==> config.mk <==
export PLATFORM = sky130hd
export DESIGN_NAME = adc_output_format_config
export DESIGN_NICKNAME = d
export VERILOG_FILES = /design/src/adc_fmt_pkg.sv /design/src/prbs_gen.sv /design/src/adc_output_format_config.sv
export SDC_FILE = /design/constraint.sdc
export NUM_CORES = 1
export LEC_CHECK = 0
export BUFFER_PORTS_ARGS = -buffer_cell sky130_fd_sc_hd__buf_4
export CAP_MARGIN = 20
export CORE_UTILIZATION = 24
export CTS_CLUSTER_DIAMETER = 30
export CTS_CLUSTER_SIZE = 40
export DETAILED_ROUTE_END_ITERATION = 7
export PLACE_DENSITY = 0.4
export SYNTH_ARGS = -nofsm -noshare
export SYNTH_HDL_FRONTEND = slang
export SYNTH_HIERARCHICAL = 1
export SYNTH_SLANG_ARGS = --single-unit
==> constraint.sdc <==
create_clock -name mclk -period 3.3 [get_ports mclk]
set_input_delay 0.165 -clock mclk [delete_from_list [all_inputs] [get_ports mclk]]
set_output_delay 0.165 -clock mclk [all_outputs]
set_load 0.05 [all_outputs]
==> src/adc_fmt_pkg.sv <==
// package: register map, fields, reset values and carriers for the output formatter
package adc_fmt_pkg;
  localparam logic [7:0] ADDR_TEST_PATTERN = 8'h0d;
  localparam logic [7:0] ADDR_OFFSET_ADJUST = 8'h10;
  localparam logic [7:0] ADDR_OUTPUT_CONFIG = 8'h14;
  localparam logic [7:0] ADDR_CLOCK_EDGE = 8'h16;
  localparam logic [7:0] ADDR_REFERENCE = 8'h18;
  localparam logic [7:0] ADDR_COMMIT = 8'hff;
  localparam logic [7:0] RST_TEST_PATTERN = 8'h00;
  localparam logic [7:0] RST_OFFSET_ADJUST = 8'h00;
  localparam logic [7:0] RST_OUTPUT_CONFIG = 8'h00;
  localparam logic [7:0] RST_CLOCK_EDGE = 8'h00;
  localparam logic [7:0] RST_REFERENCE = 8'hc0;
  localparam int PAT_LSB = 0;
  localparam int SHORT_RST_BIT = 4;
  localparam int LONG_RST_BIT = 5;
  localparam int FMT_LSB = 0;
  localparam int INVERT_BIT = 2;
  localparam int DISABLE_BIT = 4;
  localparam int CLKPOL_BIT = 7;
  localparam int COMMIT_BIT = 0;
  localparam logic [22:0] LONG_PRBS_SEED = 23'h7fffff;
  localparam logic [8:0] SHORT_PRBS_SEED = 9'h1ff;

  typedef enum logic [2:0] {
    PAT_OFF = 3'h0,
    PAT_MID = 3'h1,
    PAT_POS_FS = 3'h2,
    PAT_NEG_FS = 3'h3,
    PAT_CHECKER = 3'h4,
    PAT_LONG_PRBS = 3'h5
  } pattern_t;

  typedef enum logic [1:0] {
    FMT_OFFSET_BIN = 2'h0,
    FMT_TWOS = 2'h1
  } format_t;

  typedef struct packed {
    logic [7:0] testPattern;
    logic [7:0] offsetAdjust;
    logic [7:0] outputConfig;
    logic [7:0] clockEdge;
    logic [7:0] reference;
  } regset_t;

  typedef struct packed {
    logic wrEn;
    logic rdEn;
    logic [7:0] addr;
    logic [7:0] wdata;
  } regreq_t;
endpackage

==> src/prbs_gen.sv <==
// prbs generator: fibonacci lfsr with synchronous hold-in-reset
`timescale 1ns/1ns
module prbs_gen #(
  parameter int WIDTH = 23,
  parameter int TAP = 18,
  parameter logic [WIDTH-1:0] SEED = '1
) (
  // clock and reset
  input wire logic mclk,
  input wire logic rst,
  // control
  input wire logic holdReset,
  input wire logic advance,
  // sequence
  output logic [WIDTH-1:0] state
);
  typedef struct packed {
    logic [WIDTH-1:0] lfsr;
  } prbs_state_t;

  prbs_state_t s_q;
  prbs_state_t s_d;

  always_comb
  begin
    s_d = s_q;
    if (holdReset)
      s_d.lfsr = SEED;
    else if (advance)
      s_d.lfsr = {s_q.lfsr[WIDTH-2:0], s_q.lfsr[WIDTH-1] ^ s_q.lfsr[TAP-1]};
  end

  always_ff @(posedge mclk or posedge rst)
  begin
    if (rst)
      s_q <= '{lfsr: SEED};
    else
      s_q <= s_d;
  end

  assign state = s_q.lfsr;
endmodule

==> src/adc_output_format_config.sv <==
// output formatter: staged/active registers, offset, format, patterns, invert, output gating
//
// Behaviour
// [RULE1] A signed 6-bit offset from -32 to +31 LSBs, zero by default, is added to each code.
// [RULE2] A 3-bit selector replaces data with midscale, +FS, -FS, checkerboard or long PRBS.
// [RULE3] The long PRBS generator is held in reset while its reset bit is one.
// [RULE4] The short PRBS generator is held in reset while its reset bit is one.
// [RULE5] The output disable bit set to one disables the data outputs, zero enables them.
// [RULE6] The outside party drives the active-low enable pin high for outputs to be enabled.
// [RULE7] The invert bit set to one inverts every output data bit.
// [RULE8] A 2-bit format field selects offset binary (00) or twos complement (01).
// [RULE9] The clock polarity bit set to one inverts the data output clock.
// [RULE10] Writes land in a staged copy and a commit bit copies them into the active set.
// [RULE11] Offset and format apply before inversion, which is the last step.
`timescale 1ns/1ns
module adc_output_format_config #(
  parameter int DATA_W = 14
) (
  // clock and reset
  input wire logic mclk,
  input wire logic rst,
  // register port from serial front end
  input wire adc_fmt_pkg::regreq_t regReq,
  output logic [7:0] regRdata,
  // converter samples, offset binary
  input wire logic [DATA_W-1:0] sampleIn,
  input wire logic sampleValid,
  // output pins
  input wire logic outputEnablePinActiveLow,
  output logic [DATA_W-1:0] dataOut,
  output logic dataOutOe_n,
  output logic dataClkOut,
  // active settings visible to analog side
  output logic [7:0] referenceSelect
);
  typedef struct packed {
    adc_fmt_pkg::regset_t staged;
    adc_fmt_pkg::regset_t active;
    logic [7:0] rdata;
    logic [DATA_W-1:0] dout;
    logic doutOe_n;
    logic dclk;
    logic checkerPhase;
  } state_t;

  // both register copies come out of reset with these values
  localparam adc_fmt_pkg::regset_t REG_RESET = '{
    testPattern: adc_fmt_pkg::RST_TEST_PATTERN,
    offsetAdjust: adc_fmt_pkg::RST_OFFSET_ADJUST,
    outputConfig: adc_fmt_pkg::RST_OUTPUT_CONFIG,
    clockEdge: adc_fmt_pkg::RST_CLOCK_EDGE,
    reference: adc_fmt_pkg::RST_REFERENCE};

  state_t s_q;
  state_t s_d;
  logic [22:0] longPrbs;
  logic [8:0] shortPrbs;

  // sequence generators advance once per valid sample
  prbs_gen #(.WIDTH(23), .TAP(18), .SEED(adc_fmt_pkg::LONG_PRBS_SEED)) u_long (
    .mclk(mclk),
    .rst(rst),
    .holdReset(s_q.active.testPattern[adc_fmt_pkg::LONG_RST_BIT]), // [RULE3]
    .advance(sampleValid),
    .state(longPrbs)
  );

  prbs_gen #(.WIDTH(9), .TAP(5), .SEED(adc_fmt_pkg::SHORT_PRBS_SEED)) u_short (
    .mclk(mclk),
    .rst(rst),
    .holdReset(s_q.active.testPattern[adc_fmt_pkg::SHORT_RST_BIT]), // [RULE4]
    .advance(sampleValid),
    .state(shortPrbs)
  );

  // saturating signed add in offset-binary domain
  function automatic logic [DATA_W-1:0] addOffset(input logic [DATA_W-1:0] code,
                                                   input logic [5:0] offs);
    logic signed [DATA_W+1:0] sum;
    sum = $signed({2'b00, code}) + $signed({{(DATA_W-4){offs[5]}}, offs});
    if (sum < 0)
      addOffset = '0;
    else if (sum > $signed({2'b00, {DATA_W{1'b1}}}))
      addOffset = '1;
    else
      addOffset = sum[DATA_W-1:0];
  endfunction

  // offset first, then an msb flip turns offset binary into twos complement
  function automatic logic [DATA_W-1:0] formatSample(input logic [DATA_W-1:0] raw,
                                                     input logic [5:0] offs,
                                                     input logic [1:0] fmt);
    logic [DATA_W-1:0] result;
    result = addOffset(raw, offs); // [RULE1] [RULE11]
    if (fmt == adc_fmt_pkg::FMT_TWOS)
      result[DATA_W-1] = ~result[DATA_W-1]; // [RULE8] [RULE11]
    return result;
  endfunction

  // test patterns replace the formatted sample and skip offset and format
  function automatic logic [DATA_W-1:0] patternCode(input logic [2:0] pat,
                                                    input logic [DATA_W-1:0] formatted,
                                                    input logic phase,
                                                    input logic [22:0] longSeq,
                                                    input logic [8:0] shortSeq);
    logic [DATA_W-1:0] result;
    result = formatted;
    case (pat)
      adc_fmt_pkg::PAT_OFF: result = formatted;
      adc_fmt_pkg::PAT_MID: result = {1'b1, {(DATA_W-1){1'b0}}}; // [RULE2]
      adc_fmt_pkg::PAT_POS_FS: result = '1; // [RULE2]
      adc_fmt_pkg::PAT_NEG_FS: result = '0; // [RULE2]
      adc_fmt_pkg::PAT_CHECKER:
        result = phase ? {(DATA_W/2){2'b01}} : {(DATA_W/2){2'b10}}; // [RULE2]
      adc_fmt_pkg::PAT_LONG_PRBS: result = longSeq[DATA_W-1:0]; // [RULE2] [RULE3]
      default: result = {{(DATA_W-9){1'b0}}, shortSeq}; // [RULE4]
    endcase
    return result;
  endfunction

  // reads see the staged copy; unmapped and commit addresses read zero
  function automatic logic [7:0] readStaged(input adc_fmt_pkg::regset_t regs,
                                            input logic [7:0] addr);
    logic [7:0] result;
    result = 8'h00;
    case (addr)
      adc_fmt_pkg::ADDR_TEST_PATTERN: result = regs.testPattern;
      adc_fmt_pkg::ADDR_OFFSET_ADJUST: result = regs.offsetAdjust;
      adc_fmt_pkg::ADDR_OUTPUT_CONFIG: result = regs.outputConfig;
      adc_fmt_pkg::ADDR_CLOCK_EDGE: result = regs.clockEdge;
      adc_fmt_pkg::ADDR_REFERENCE: result = regs.reference;
      default: result = 8'h00;
    endcase
    return result;
  endfunction

  // staged write; open pattern bits 7:6 are kept clear
  function automatic adc_fmt_pkg::regset_t writeStaged(input adc_fmt_pkg::regset_t regs,
                                                       input logic [7:0] addr,
                                                       input logic [7:0] data);
    adc_fmt_pkg::regset_t result;
    result = regs;
    case (addr)
      adc_fmt_pkg::ADDR_TEST_PATTERN: result.testPattern = {2'h0, data[5:0]};
      adc_fmt_pkg::ADDR_OFFSET_ADJUST: result.offsetAdjust = data;
      adc_fmt_pkg::ADDR_OUTPUT_CONFIG: result.outputConfig = data;
      adc_fmt_pkg::ADDR_CLOCK_EDGE: result.clockEdge = data;
      adc_fmt_pkg::ADDR_REFERENCE: result.reference = data;
      default: result = regs;
    endcase
    return result;
  endfunction

  // per-bit invert mask, applied as the very last step
  logic [DATA_W-1:0] invertMask;
  for (genvar b = 0; b < DATA_W; b++)
  begin : g_invert
    assign invertMask[b] = s_q.active.outputConfig[adc_fmt_pkg::INVERT_BIT]; // [RULE7]
  end

  always_comb
  begin
    logic [DATA_W-1:0] formatted;
    logic [DATA_W-1:0] code;
    logic [2:0] pat;
    logic [1:0] fmt;
    logic commitNow;
    formatted = '0;
    code = '0;
    pat = s_q.active.testPattern[adc_fmt_pkg::PAT_LSB +: 3];
    fmt = s_q.active.outputConfig[adc_fmt_pkg::FMT_LSB +: 2];
    commitNow = regReq.wrEn && regReq.addr == adc_fmt_pkg::ADDR_COMMIT &&
                regReq.wdata[adc_fmt_pkg::COMMIT_BIT];
    s_d = s_q;

    // staged writes; commit copies the whole set
    if (regReq.wrEn)
      s_d.staged = writeStaged(s_q.staged, regReq.addr, regReq.wdata);
    if (commitNow)
      s_d.active = s_q.staged; // [RULE10]

    // reads return staged copy; commit register self-clears
    if (regReq.rdEn)
      s_d.rdata = readStaged(s_q.staged, regReq.addr);

    // offset and format, then pattern substitution, then invert last
    if (sampleValid)
    begin
      s_d.checkerPhase = ~s_q.checkerPhase;
      formatted = formatSample(sampleIn, s_q.active.offsetAdjust[5:0], fmt);
      code = patternCode(pat, formatted, s_q.checkerPhase, longPrbs, shortPrbs);
      s_d.dout = code ^ invertMask; // [RULE7] [RULE11]
    end

    // output gating: register bit and external pin
    s_d.doutOe_n = s_q.active.outputConfig[adc_fmt_pkg::DISABLE_BIT] |
                   ~outputEnablePinActiveLow; // [RULE5] [RULE6]
    s_d.dclk = sampleValid ^ s_q.active.clockEdge[adc_fmt_pkg::CLKPOL_BIT]; // [RULE9]
  end

  always_ff @(posedge mclk or posedge rst)
  begin
    if (rst)
    begin
      s_q.staged <= REG_RESET;
      s_q.active <= REG_RESET;
      s_q.rdata <= 8'h00;
      s_q.dout <= '0;
      s_q.doutOe_n <= 1'b1;
      s_q.dclk <= 1'b0;
      s_q.checkerPhase <= 1'b0;
    end
    else
      s_q <= s_d;
  end

  assign regRdata = s_q.rdata;
  assign dataOut = s_q.dout;
  assign dataOutOe_n = s_q.doutOe_n;
  assign dataClkOut = s_q.dclk;
  assign referenceSelect = s_q.active.reference;
endmodule

==> results by group <==
Synth
  • Top cells by area, synth: dfrtp_1 (31%), dfstp_2 (15%), mux2_2 (10%)
  • Flip-flop and latch count after synthesis: 119
  • Post-synth top area cell: dfrtp_1
  • Synthesized Nets: 667
  • Mapped cell area: 6640 um^2
  • Number of synthesized flops with an enable pin: 0
  • Top_reg_cell synth: dfrtp_1
  • Async S/R FF share, synth: 1.00
  • Gate Count Post-Synth: 615
  • Avg Inst Size Synth: 10.8 um^2
  • Yosys warns: 6
  • Seq/Total Area, Yosys: 0.456
  • Top cell type's share of synthesized area: 0.309
  • Library cells used by synthesis: 68

Place
  • GPL Wtd Cong: 0.808
  • I/O Buffers: 67
  • Place WS: 183 ps
  • HPWL after detailed placement: 12,600 um
  • Placed cell count: 980
  • Post-DP Area: 7280 um^2

Die
  • Die ar.: 28,300 um^2
  • I/O Pins: 68
  • Die height: 168 um
  • Initial core utilization: 0.246
  • Rows: 60
  • Die W: 168 um
  • Core ar.: 27,000 um^2

Worst setup path
  • Startpoint Class: flop
  • Critical Path RT: 3650 ps
  • Critical path data arrival time: 3440 ps
  • Critical path fanouts, max: 10
  • Worst Setup End Kind: flop
  • Crit Path Category: flop to flop

Timing
  • Setup Skew: 6.57 ps
  • Worst-Margin Slew: 872 ps
  • Worst setup margin: 215 ps
  • Unrepaired setup endpoints after global routing: true
  • Count of final hold-check violations: 0
  • Fin. max-slew vios: 0
  • Tmin final: 3090 ps
  • Fmax: 324 MHz
  • Final period util: 0.935
  • Final setup fails: 0
  • Max-Slew Margin vs Limit: 0.418

Clock tree
  • Clock transition at path regs: 60 ps
  • H-tree depth: 4
  • Clock sinks: 119
  • CTS root buffer: clkbuf_16
  • CTS tree: yes
  • CTS buffer count: 17
  • CTS Buffer Depth: 2
  • # Post-CTS Setup Buffers: 0
  • Clock Latency Late Sink: 420 ps

Worst hold path
  • Hold crit path type: input port to flop

Global routing
  • Vias in the first global route: 4,959
  • Pin count of the biggest net entering global routing: 43
  • Total gr overflow: 0
  • Initial antenna violation count: 0
  • First-pass GRT wire length: 27,800 um
  • Gr usage total: 0.127

Power
  • Final Power: 4.51 mW
  • Pwr/cell area: 571 nW/um^2
  • Worst VDD drop: 0.000362 V
  • Leak: 3.68 nW

Routing
  • Vias/cell: 4.81
  • Drt first-iter violations: 428
  • DRC: 0
  • DRT antenna net count: 0
  • DR WL/cell: 17.0 um
  • DRT Pass-1 Iters: 6
  • Drt total wl: 17,300 um
  • Total number of vias: 4,891

Status
  • Status: complete, no violations

Final layout
  • Filler cells: 2,822
  • Most frequent cells in the layout: dfrtp_1 (82), buf_4 (79), nand2_1 (67)
  • Fin cells: 1,017
  • Most common library cell in the layout ignoring fill and taps: dfrtp_1
  • Sequential Area: 3020 um^2
  • Multi-input gate area: 3170 um^2
  • Fin util: 0.293
  • Synth-to-Final Area Change: 19.2%
  • Share of cells above drive strength 1: 0.345
  • Ant diodes: 0
  • Nets: 715
  • Design area: 7910 um^2

Job
  • Max cap viols: 0
-- power by group --
group / leakage (nW) / switching, mW / internal, mW
clock network: 0.282 / 0.749 / 1.08
logic: 1.92 / 0.337 / 0.277
registers: 1.48 / 0.218 / 1.86
-- through the flow --
stage	hold WS, ps	TNS, ps
finish	17.5	0
global route	14.0	-5.28
CTS	0.393	0
global placement	171	0
detailed placement	176	0
floorplan	212	0
-- kinds of logic after synthesis --
family,Yosys count,share of synthesized area
AND/OR/NAND/NOR,162,0.118
AO/OA/AOI/OAI,142,0.163
flip-flops,119,0.456
multiplexers,92,0.150
buffers and inverters,73,0.0678
adder cells (fa/ha/maj),16,0.0313
XOR/XNOR,11,0.0145
-- routing by layer --
metal	vias to the layer above	wire, um	global-route usage
met5	-	0	0
met4	0	264	0.0447
met3	24	757	0.0273
met2	142	8070	0.202
met1	2413	8190	0.171
li1	2312	-	-
-- flip-flops by register name, indices dropped and copies added, names as in the netlist --
name,cells
dataOut,14
s_q,54
regRdata,8
invertMask,1
dataClkOut,1
u_short/state,9
dataOutOe_n,1
referenceSelect,8
u_long/state,23
-- synth_stat cells (all sizes together) (2+ instances only) --
library cell and instances:
a21oi 25, a31oi 3, xnor2 7, xor2 4
buf 42, nor3 7, inv 18, or2 2
a211oi 4, dfrtp 82, nand2 67, clkbuf 13
or3 7, nor2b 6, and2 3, a222oi 11
nor2 34, o211ai 9, a21o 22, a41oi 6
nor4b 3, nand3 17, a21boi 4, mux2 61
o21bai 2, nand2b 6, nand3b 4, o21ai 19
o21a 5, ha 15, a22oi 11, or4 2
mux2i 31, o22ai 5, dfstp 37, a22o 5
-- area by class of cell --
cell class | count | area share
clock buffer | 18 | 0.0555
clock inverter | 14 | 0.0175
inverter | 18 | 0.00885
multi-input combinational | 423 | 0.401
sequential | 119 | 0.382
tap | 341 | 0.0539
timing repair buffer | 84 | 0.0813
-- repair_timing --
action / CTS / global route
gates resized for setup: 0 / 1
hold buffers: 5 / 0
hold endpoints to repair: 27 / 0
endpoints found under the setup margin: 0 / 8
-- worst max-delay path, stage by stage, from the launching register on --
cell and delay, ps:
dfrtp_1 520, ha_1 500, nand3_1 210, a21o_1 250, o21ai_2 190, nand2_1 120
o22ai_2 200, a2bb2oi_2 270, nor2_2 140, or4_1 540, nand3_1 80
-- final timing paths --
kind	startpoint	endpoint	slack, ps	cells after the start
min in group asynchronous	rst	dataClkOut	290	3
max in group asynchronous	rst	s_q[97]	2160	4
hold / removal	regReq[3]	s_q[68]	20	2
setup reg to reg	s_q[54]	dataOut[9]	210	10
hold reg to reg	s_q[40]	dataClkOut	480	1
setup / recovery	s_q[54]	dataOut[9]	210	10
No activity file was read; power rests on OpenSTA's default activity.
